===== src/core/doc_pkg.sv =====
// constants for the display output control command block
package doc_pkg;
	localparam int DOC_DATA_W = 16;
	localparam int DOC_OP_W = 8;
	localparam int DOC_PIX_W = 18;
	localparam logic [7:0] DOC_OP_LEAVE_INV = 8'h20;
	localparam logic [7:0] DOC_OP_ENTER_INV = 8'h21;
	localparam logic [7:0] DOC_OP_STOP_IMG = 8'h28;
	localparam logic [7:0] DOC_OP_START_IMG = 8'h29;
	localparam logic DOC_INV_RESET = 1'b0;
	localparam logic DOC_DISP_RESET = 1'b0;
	localparam int DOC_SYNC_STAGES = 3;
endpackage : doc_pkg


===== src/core/doc_cmd_if.sv =====
// command byte carrier between pin capture and decoder
interface doc_cmd_if;
	import doc_pkg::*;
	logic cmd_valid;
	logic [DOC_OP_W-1:0] opcode;
	modport capture (output cmd_valid, output opcode);
	modport decoder (input cmd_valid, input opcode);
endinterface : doc_cmd_if


===== src/core/doc_top.sv =====
// display inversion and image output command decoder with pixel path
module doc_top
	import doc_pkg::*;
#(
	parameter int PIX_W = DOC_PIX_W
)
(
	// clock and reset
	input wire logic clk,
	input wire logic reset_n,
	// host bus pins
	input wire logic write_strobe_n,
	input wire logic read_strobe_n,
	input wire logic command_data_select,
	input wire logic [DOC_DATA_W-1:0] data_in,
	// frame memory read side
	input wire logic [PIX_W-1:0] pixel_in,
	input wire logic pixel_valid,
	// panel side
	output logic [PIX_W-1:0] panel_pixel,
	output logic panel_valid,
	// mode flags
	output logic inversion_flag,
	output logic display_on
);
	doc_cmd_if cmd_bus ();

	logic inversion_reg;
	logic inversion_next;
	logic display_on_reg;
	logic display_on_next;
	logic [PIX_W-1:0] panel_pixel_reg;
	logic panel_valid_reg;

	doc_bus_capture u_capture (
		.clk(clk),
		.reset_n(reset_n),
		.write_strobe_n(write_strobe_n),
		.read_strobe_n(read_strobe_n),
		.command_data_select(command_data_select),
		.data_in(data_in),
		.cmd(cmd_bus.capture)
	);

	// no mode input gates decoding, so sleep/partial/idle never block it
	always_comb begin
		inversion_next = inversion_reg;
		if (cmd_bus.cmd_valid) begin
			if (cmd_bus.opcode == DOC_OP_LEAVE_INV) begin
				inversion_next = 1'b0;
			end else if (cmd_bus.opcode == DOC_OP_ENTER_INV) begin
				inversion_next = 1'b1;
			end
		end
	end

	always_comb begin
		display_on_next = display_on_reg;
		if (cmd_bus.cmd_valid) begin
			if (cmd_bus.opcode == DOC_OP_STOP_IMG) begin
				display_on_next = 1'b0;
			end else if (cmd_bus.opcode == DOC_OP_START_IMG) begin
				display_on_next = 1'b1;
			end
		end
	end

	// each flag has its own process, so one command cannot disturb the other
	always_ff @(posedge clk) begin
		if (!reset_n) begin
			inversion_reg <= DOC_INV_RESET;
		end else begin
			inversion_reg <= inversion_next;
		end
	end

	always_ff @(posedge clk) begin
		if (!reset_n) begin
			display_on_reg <= DOC_DISP_RESET;
		end else begin
			display_on_reg <= display_on_next;
		end
	end

	// blanking drives zero while off; frame memory itself is never written here
	always_ff @(posedge clk) begin
		if (!reset_n) begin
			panel_pixel_reg <= '0;
			panel_valid_reg <= 1'b0;
		end else begin
			panel_valid_reg <= pixel_valid && display_on_reg;
			if (!display_on_reg) begin
				panel_pixel_reg <= '0;
			end else if (inversion_reg) begin
				panel_pixel_reg <= ~pixel_in;
			end else begin
				panel_pixel_reg <= pixel_in;
			end
		end
	end

	assign panel_pixel = panel_pixel_reg;
	assign panel_valid = panel_valid_reg;
	assign inversion_flag = inversion_reg;
	assign display_on = display_on_reg;

	// decoded command strokes, one cycle wide, shared by the checks below
	logic leave_inversion_cmd;
	logic enter_inversion_cmd;
	logic stop_image_output_cmd;
	logic start_image_output_cmd;
	logic unknown_cmd;

	assign leave_inversion_cmd = cmd_bus.cmd_valid && cmd_bus.opcode == DOC_OP_LEAVE_INV;
	assign enter_inversion_cmd = cmd_bus.cmd_valid && cmd_bus.opcode == DOC_OP_ENTER_INV;
	assign stop_image_output_cmd = cmd_bus.cmd_valid && cmd_bus.opcode == DOC_OP_STOP_IMG;
	assign start_image_output_cmd = cmd_bus.cmd_valid && cmd_bus.opcode == DOC_OP_START_IMG;
	assign unknown_cmd = cmd_bus.cmd_valid && !leave_inversion_cmd && !enter_inversion_cmd
		&& !stop_image_output_cmd && !start_image_output_cmd;

	enter_inv_a: assert property (@(posedge clk) disable iff (!reset_n)
		cmd_bus.cmd_valid && cmd_bus.opcode == DOC_OP_ENTER_INV |=> inversion_reg)
		else $error("enter inversion did not set flag");
	leave_inv_a: assert property (@(posedge clk) disable iff (!reset_n)
		cmd_bus.cmd_valid && cmd_bus.opcode == DOC_OP_LEAVE_INV |=> !inversion_reg)
		else $error("leave inversion did not clear flag");
	inv_hold_a: assert property (@(posedge clk) disable iff (!reset_n)
		inversion_reg && !(cmd_bus.cmd_valid && cmd_bus.opcode == DOC_OP_LEAVE_INV)
		|=> inversion_reg)
		else $error("inversion cleared without leave command");
	inv_only_a: assert property (@(posedge clk) disable iff (!reset_n)
		cmd_bus.cmd_valid && (cmd_bus.opcode == DOC_OP_ENTER_INV ||
		cmd_bus.opcode == DOC_OP_LEAVE_INV) |=> $stable(display_on_reg))
		else $error("inversion command changed display flag");
	inv_repeat_a: assert property (@(posedge clk) disable iff (!reset_n)
		inversion_reg && cmd_bus.cmd_valid && cmd_bus.opcode == DOC_OP_ENTER_INV
		|=> inversion_reg && $stable(panel_valid_reg))
		else $error("repeated enter inversion had an effect");
	disp_off_a: assert property (@(posedge clk) disable iff (!reset_n)
		cmd_bus.cmd_valid && cmd_bus.opcode == DOC_OP_STOP_IMG
		|=> !display_on_reg ##1 panel_pixel_reg == '0 && !panel_valid_reg)
		else $error("stop image did not blank panel");
	disp_on_a: assert property (@(posedge clk) disable iff (!reset_n)
		cmd_bus.cmd_valid && cmd_bus.opcode == DOC_OP_START_IMG |=> display_on_reg)
		else $error("start image did not set display flag");
	disp_only_a: assert property (@(posedge clk) disable iff (!reset_n)
		cmd_bus.cmd_valid && (cmd_bus.opcode == DOC_OP_STOP_IMG ||
		cmd_bus.opcode == DOC_OP_START_IMG) |=> $stable(inversion_reg))
		else $error("display command changed inversion flag");
	disp_repeat_a: assert property (@(posedge clk) disable iff (!reset_n)
		!display_on_reg && cmd_bus.cmd_valid && cmd_bus.opcode == DOC_OP_STOP_IMG
		|=> !display_on_reg && panel_pixel_reg == '0)
		else $error("repeated stop image had an effect");
	pixel_inv_a: assert property (@(posedge clk) disable iff (!reset_n)
		display_on_reg && inversion_reg |=> panel_pixel_reg == ~$past(pixel_in))
		else $error("pixel not inverted");
	pixel_pass_a: assert property (@(posedge clk) disable iff (!reset_n)
		display_on_reg && !inversion_reg |=> panel_pixel_reg == $past(pixel_in))
		else $error("pixel altered without inversion");
	reset_flags_a: assert property (@(posedge clk) disable iff (!reset_n)
		$rose(reset_n) |-> !inversion_reg && !display_on_reg && !panel_valid_reg)
		else $error("flags not cleared after reset");

	// refused strokes must leave both flags alone, and each strobe gives a single one-cycle stroke
	unknown_op_a: assert property (@(posedge clk) disable iff (!reset_n)
		unknown_cmd |=> $stable(inversion_reg) && $stable(display_on_reg))
		else $error("unknown opcode changed a flag");
	cmd_pulse_a: assert property (@(posedge clk) disable iff (!reset_n)
		cmd_bus.cmd_valid |=> !cmd_bus.cmd_valid)
		else $error("one strobe gave more than one command");

	// inversion flag
	inv_stay_off_a: assert property (@(posedge clk) disable iff (!reset_n)
		!inversion_reg && !enter_inversion_cmd |=> !inversion_reg)
		else $error("inversion set without enter command");
	leave_repeat_a: assert property (@(posedge clk) disable iff (!reset_n)
		!inversion_reg && leave_inversion_cmd
		|=> !inversion_reg && $stable(display_on_reg))
		else $error("repeated leave inversion had an effect");
	inv_while_off_a: assert property (@(posedge clk) disable iff (!reset_n)
		!display_on_reg && enter_inversion_cmd |=> inversion_reg && !display_on_reg)
		else $error("enter inversion while blanked disturbed a flag");

	// display flag
	disp_stay_on_a: assert property (@(posedge clk) disable iff (!reset_n)
		display_on_reg && !stop_image_output_cmd |=> display_on_reg)
		else $error("display cleared without stop command");
	disp_stay_off_a: assert property (@(posedge clk) disable iff (!reset_n)
		!display_on_reg && !start_image_output_cmd |=> !display_on_reg)
		else $error("display set without start command");
	start_repeat_a: assert property (@(posedge clk) disable iff (!reset_n)
		display_on_reg && start_image_output_cmd
		|=> display_on_reg && $stable(inversion_reg))
		else $error("repeated start image had an effect");

	// pixel path
	blank_off_a: assert property (@(posedge clk) disable iff (!reset_n)
		!display_on_reg |=> panel_pixel_reg == '0 && !panel_valid_reg)
		else $error("panel not blank while display off");
	valid_follow_a: assert property (@(posedge clk) disable iff (!reset_n)
		display_on_reg |=> panel_valid_reg == $past(pixel_valid))
		else $error("panel valid does not follow pixel valid");
endmodule : doc_top


===== src/core/doc_bus_capture.sv =====
// host bus pin synchroniser and command byte capture
module doc_bus_capture
	import doc_pkg::*;
(
	// clock and reset
	input wire logic clk,
	input wire logic reset_n,
	// host bus pins
	input wire logic write_strobe_n,
	input wire logic read_strobe_n,
	input wire logic command_data_select,
	input wire logic [DOC_DATA_W-1:0] data_in,
	// captured command
	doc_cmd_if.capture cmd
);
	logic [DOC_SYNC_STAGES-1:0] wr_sync_reg;
	logic [DOC_SYNC_STAGES-1:0] rd_sync_reg;
	logic [DOC_SYNC_STAGES-1:0] cds_sync_reg;
	logic [DOC_OP_W-1:0] data_s1_reg;
	logic [DOC_OP_W-1:0] data_s2_reg;
	logic [DOC_OP_W-1:0] data_s3_reg;
	logic wr_lvl_reg;
	logic rd_lvl_reg;
	logic cds_lvl_reg;
	logic wr_rise;
	logic cmd_valid_reg;
	logic [DOC_OP_W-1:0] opcode_reg;

	// upper data lines never enter the block
	always_ff @(posedge clk) begin
		if (!reset_n) begin
			wr_sync_reg <= '1;
			rd_sync_reg <= '1;
			cds_sync_reg <= '1;
			data_s1_reg <= '0;
			data_s2_reg <= '0;
			data_s3_reg <= '0;
		end else begin
			wr_sync_reg <= {wr_sync_reg[1:0], write_strobe_n};
			rd_sync_reg <= {rd_sync_reg[1:0], read_strobe_n};
			cds_sync_reg <= {cds_sync_reg[1:0], command_data_select};
			data_s1_reg <= data_in[DOC_OP_W-1:0];
			data_s2_reg <= data_s1_reg;
			data_s3_reg <= data_s2_reg;
		end
	end

	// a level counts only once stages two and three agree
	always_ff @(posedge clk) begin
		if (!reset_n) begin
			wr_lvl_reg <= 1'b1;
			rd_lvl_reg <= 1'b1;
			cds_lvl_reg <= 1'b1;
		end else begin
			if (wr_sync_reg[1] == wr_sync_reg[2]) begin
				wr_lvl_reg <= wr_sync_reg[2];
			end
			if (rd_sync_reg[1] == rd_sync_reg[2]) begin
				rd_lvl_reg <= rd_sync_reg[2];
			end
			if (cds_sync_reg[1] == cds_sync_reg[2]) begin
				cds_lvl_reg <= cds_sync_reg[2];
			end
		end
	end

	assign wr_rise = !wr_lvl_reg && wr_sync_reg[1] && wr_sync_reg[2];

	// data bytes (select high) belong to other commands and are dropped here
	always_ff @(posedge clk) begin
		if (!reset_n) begin
			cmd_valid_reg <= 1'b0;
			opcode_reg <= '0;
		end else begin
			cmd_valid_reg <= wr_rise && !cds_lvl_reg && rd_lvl_reg;
			if (wr_rise) begin
				opcode_reg <= data_s3_reg;
			end
		end
	end

	assign cmd.cmd_valid = cmd_valid_reg;
	assign cmd.opcode = opcode_reg;

	cmd_frame_a: assert property (@(posedge clk) disable iff (!reset_n)
		cmd_valid_reg |-> !$past(cds_lvl_reg) && $past(rd_lvl_reg) && !$past(wr_lvl_reg))
		else $error("command taken outside a command write");
	cmd_byte_a: assert property (@(posedge clk) disable iff (!reset_n)
		cmd_valid_reg |-> opcode_reg == $past(data_s3_reg))
		else $error("opcode not the byte seen at the strobe edge");
endmodule : doc_bus_capture


===== config.mk =====
export PLATFORM = sky130hd
export DESIGN_NAME = doc_top
export DESIGN_NICKNAME = d
export VERILOG_FILES = /design/src/core/doc_pkg.sv /design/src/core/doc_cmd_if.sv /design/src/core/doc_top.sv /design/src/core/doc_bus_capture.sv
export SDC_FILE = /design/constraint.sdc
export NUM_CORES = 1
export LEC_CHECK = 0
export ABC_AREA = 1
export CAP_MARGIN = 30
export CORE_ASPECT_RATIO = 0.9
export CORE_MARGIN = 4
export CORE_UTILIZATION = 30
export CTS_CLUSTER_DIAMETER = 120
export DETAILED_ROUTE_END_ITERATION = 6
export DONT_BUFFER_PORTS = 1
export SETUP_SLACK_MARGIN = 0.2
export SKIP_CTS_REPAIR_TIMING = 1
export SYNTH_ARGS = -nofsm -noshare
export SYNTH_HDL_FRONTEND = slang
export SYNTH_SLANG_ARGS = --single-unit
export TNS_END_PERCENT = 50

===== constraint.sdc =====
create_clock -name clk -period 1.2 [get_ports clk]
set_input_delay 0.12 -clock clk [delete_from_list [all_inputs] [get_ports clk]]
set_output_delay 0.12 -clock clk [all_outputs]
set_load 0.02 [all_outputs]

# After elaboration in Yosys (flattened, before gate mapping)
# Index checks and enable logic that the tools add are counted.
# classes
n_eq_ne,7
n_reduce_logical,12
mux,5
bitwise_logic,1
# ops
op,n
$eq A8 B6 Y1 const B,4
$mux W18,1
$not A18 Y18,1
$reduce_and A2 Y1,3
$logic_and A1 B1 Y1,5
$mux W1,4
$reduce_bool A2 Y1,2
$eq A1 B1 Y1,3
$logic_not A1 Y1,2
# word_totals
out_inout_bits,21
ff_bits,66
inputBits,40
wordCells,40

# Longest topological paths before layout
# logic_depth
ltp_word,5
ltp_mapped,6
ltp_nobuf,6

# Hierarchy
# From an unflattened synthesis, not the netlist that was laid out.
# hier_totals
cells_unflattened,250
hier_area_um2,2212.1
# modules_own_cells
module,n_inst,seq_area_each_um2,cells_each,area_per_inst_um2
doc_bus_capture,1,900.9,164,1425.1
doc_top,1,420.4,86,787.0

# Worst setup path before layout
# OpenSTA, ideal clock, no wires.
# synth_timing
path_kind,register to register
startpoint,"register inversion_reg, in the netlist inversion_flag"
endpoint,"register panel_pixel_reg[10], in the netlist panel_pixel[10]"
slack_ps,164
setup_time_ps,117
stages_incl_launch_ff,5
required_ps,1083
period_less_slack_ps,1036
arrival_ps,919
n_path_buf,2
cell_sequence,dfxtp_1 -> buf_6 -> buf_12 -> xnor2_1 -> nor2_1
# synth_between
elab_chain_len,1
# synth_rtl
item,line_no,text
"start, declared",doc_top.sv:28,logic inversion_reg;
"start signal, assigned",doc_top.sv:73,inversion_reg <= inversion_next;
$mux W18,doc_top.sv:94,end else if (inversion_reg) begin
"end signal, assigned",doc_top.sv:95,panel_pixel_reg <= ~pixel_in;
"end signal, assigned",doc_top.sv:97,panel_pixel_reg <= pixel_in;
"end, declared",doc_top.sv:32,logic [PIX_W-1:0] panel_pixel_reg;
# Every way passes these cells.
# A chain may end at the register's enable or synchronous reset.

# Final worst setup path
# layout_timing
startpoint,"register inversion_reg, in the netlist inversion_flag"
endpoint,output inversion_flag
# layout_rtl
item,line_no,text
"end, declared",doc_top.sv:23,"output logic inversion_flag,"
# No word-level cell between the ends.

==> reports/results.ini <==
[cells_and_area]
layout.nets = 308
fin_cells = 365
utilization = 0.401
multi_input_area_um2 = 638
fillCellCount = 673
largest_reg_flops = 18
antenna_cells = 0
final-seq-area_um2 = 1330
area_growth_pct = 30.7
drive_gt1_frac = 0.125

[run_status]
status = complete, no violations

[route]
wl_per_cell_um = 10.1
drt-total-wl_um = 3680
vias = 1370
dr.pass1.iters = 4
drt_iter0_drc = 60
ant_nets = 0
drc = 0
routed_via_density = 3.75

[place]
place_ws_ns = 0.217
port-buffer-count = 0
hpwl_um = 1970
gp_congestion = 0.738
placed_cells = 315

[yosys]
netlist_top_cells_count = dfxtp_1, inv_1, nand2_1, nor2_1, xnor2_1
synth_top_cell_area_share = 0.611
ys_warn_count = 0
synth_cell_types = 20
synth_edf_count = 0
synth.largest_area_cell = dfxtp_1
ys.flop_type = dfxtp_1
async_flop_share = 0
yosys.cell_count.top_type = dfxtp_1
yosys-top-cells-area = dfxtp_1, xnor2_1, inv_1
syn_nets = 269
syn_inst = 229
syn_avg_cell_area_um2 = 9.44
seq_area_frac_synth = 0.611
netlist_area_um2 = 2160
synth_seq_cells = 66

[global_route]
grt_pass1_vias = 1141
grt_pass1_wl_um = 5200
grt_max_degree = 38
antenna_found_initial = 0
grt_usage = 0.0800
gr-total-overflow = 0

[clock_network]
cts_tree = done
numCtsBuffers = 9
clock_sinks = 66
root_buffer = clkbuf_8
ctsLongestPathBuffers = 2
clkTransAtPathRegs_ns = 0.07
htree_num_levels = 3
insertion_delay_ns = 0.33

[setup_path]
cp_top_family = flip-flops
cp.buffers_inverters = 1
critical_path.max_fanout = 10
crit_type = reg2out
worstPathRequired_ns = 1.08
cp.arrival_ns = 0.86
cp-start-kind = register
cpPeakStageDelay_ns = 0.37
critPathSlowestCell = dfxtp_4
path_cells = buf_12
worst_setup_path_end_kind = primary output

[sta]
setup_viol = 0
slew_headroom = 0.853
fmax_mhz = 1020
timing.final.ws_setup_ns = 0.221
fin_crit_sh = 0.816
worst_pin_slew_ns = 0.221
clock_skew_ns = 0.00700
drv_slew = 0
hold_viol_final = 0
rsz0062_at_grt = true
setup_tns_ns = 0
period_minus_slack_ns = 0.979

[power]
power.leakage_nw = 1.24
power_w = 0.00444
seqPwrFrac = 0.506
sw_frac_of_total = 0.209
pwr_density_cell_nw_per_um2 = 1570
p_int_w = 0.00351
clkPwrFrac = 0.452
power.switching_w = 0.000929
p_comb_frac = 0.043
ir_worst_vdd_uv = 784

[job]
maxCapViolations = 0

[die]
fp.dieH_um = 88.5
dieWidth_um = 97.5
initial_core_util = 0.307
dieArea_um2 = 8630
std_cell_rows = 29
io_pins = 61
coreArea_um2 = 7040

[hold_path]
worstHoldPathType = in2reg

-- kinds of logic after synthesis --
kind of cell	synth area share
buffers and inverters	0.103
AND/OR/NAND/NOR	0.158
AO/OA/AOI/OAI	0.0550
XOR/XNOR	0.0729
flip-flops	0.611
-- worst paths after layout --
| path | from | end | slack [ns] | cells past startpoint |
|---|---|---|---|---|
| min reg2reg | u_capture.cds_sync_reg[0] | u_capture.cds_sync_reg[1] | 0.41 | 1 |
| min | reset_n | u_capture.rd_lvl_reg | 0.05 | 3 |
| max reg2reg | u_capture.wr_lvl_reg | u_capture.cmd.opcode[6] | 0.27 | 4 |
| max | inversion_flag | inversion_flag | 0.22 | 1 |
-- through the flow --
step	cell area, um^2	hold slack (ns)
final	2830	0.0512
after global routing	2830	0.0450
after global placement	2220	0.215
after CTS	2440	-0.143
after floorplan	2160	0.218
after detailed placement	2220	0.220
-- worst min-delay path, stage by stage --
cell	delay (ns)
inv_2	0.12
a21oi_1	0.06
nand2_1	0.06
-- per-layer routing --
metal / global-route usage / wire [um]
met4: 0.0415 / 29
met1: 0.0830 / 1760
met5: 0 / 0
met3: 0.0670 / 373
met2: 0.114 / 1520
-- area by class of cell --
type	instances	area share
inverter	36	0.0478
multi-input combinational	119	0.226
clock buffer	9	0.0438
timing repair buffer	36	0.137
sequential	66	0.471
clock inverter	6	0.0328
tap	93	0.0412
-- cells in the final DEF (no fill, tap or decap) --
master         netlist  layout
nor3_1               1       1
bufinv_16            0       2
clkbuf_16            0       1
nand2_1             34      34
clkinv_4             0       2
or2_4                1       1
a21oi_1             14      14
o21ai_0              8       6
or2_1                8       8
clkinvlp_4           0       2
dfxtp_2              0       2
nand2_4              1       1
xnor2_1             18      18
nand3_2              0       1
buf_12               1       2
o21ai_2              1       1
dfxtp_1             66      62
dfxtp_4              0       2
nand3_4              1       1
clkbuf_8             0       9
inv_2                1       1
nor2_4               0       1
nor2_2               1       2
nand3_1              2       2
buf_4                1       3
nor2_1              28      26
o21ai_1              0       2
inv_1               35      35
dlygate4sd3_1        0      30
-- power by group through the flow --
stage                     combinational (W)  sequential, W  clock [W]
after floorplan                   0.0000974        0.00230          0
after global placement            0.0000786        0.00230          0
after detailed placement          0.0000808        0.00230          0
after CTS                         0.0000819        0.00225    0.00209
after global routing               0.000212        0.00225    0.00217
final                              0.000189        0.00225    0.00201
No activity file was read; power rests on OpenSTA's default activity.
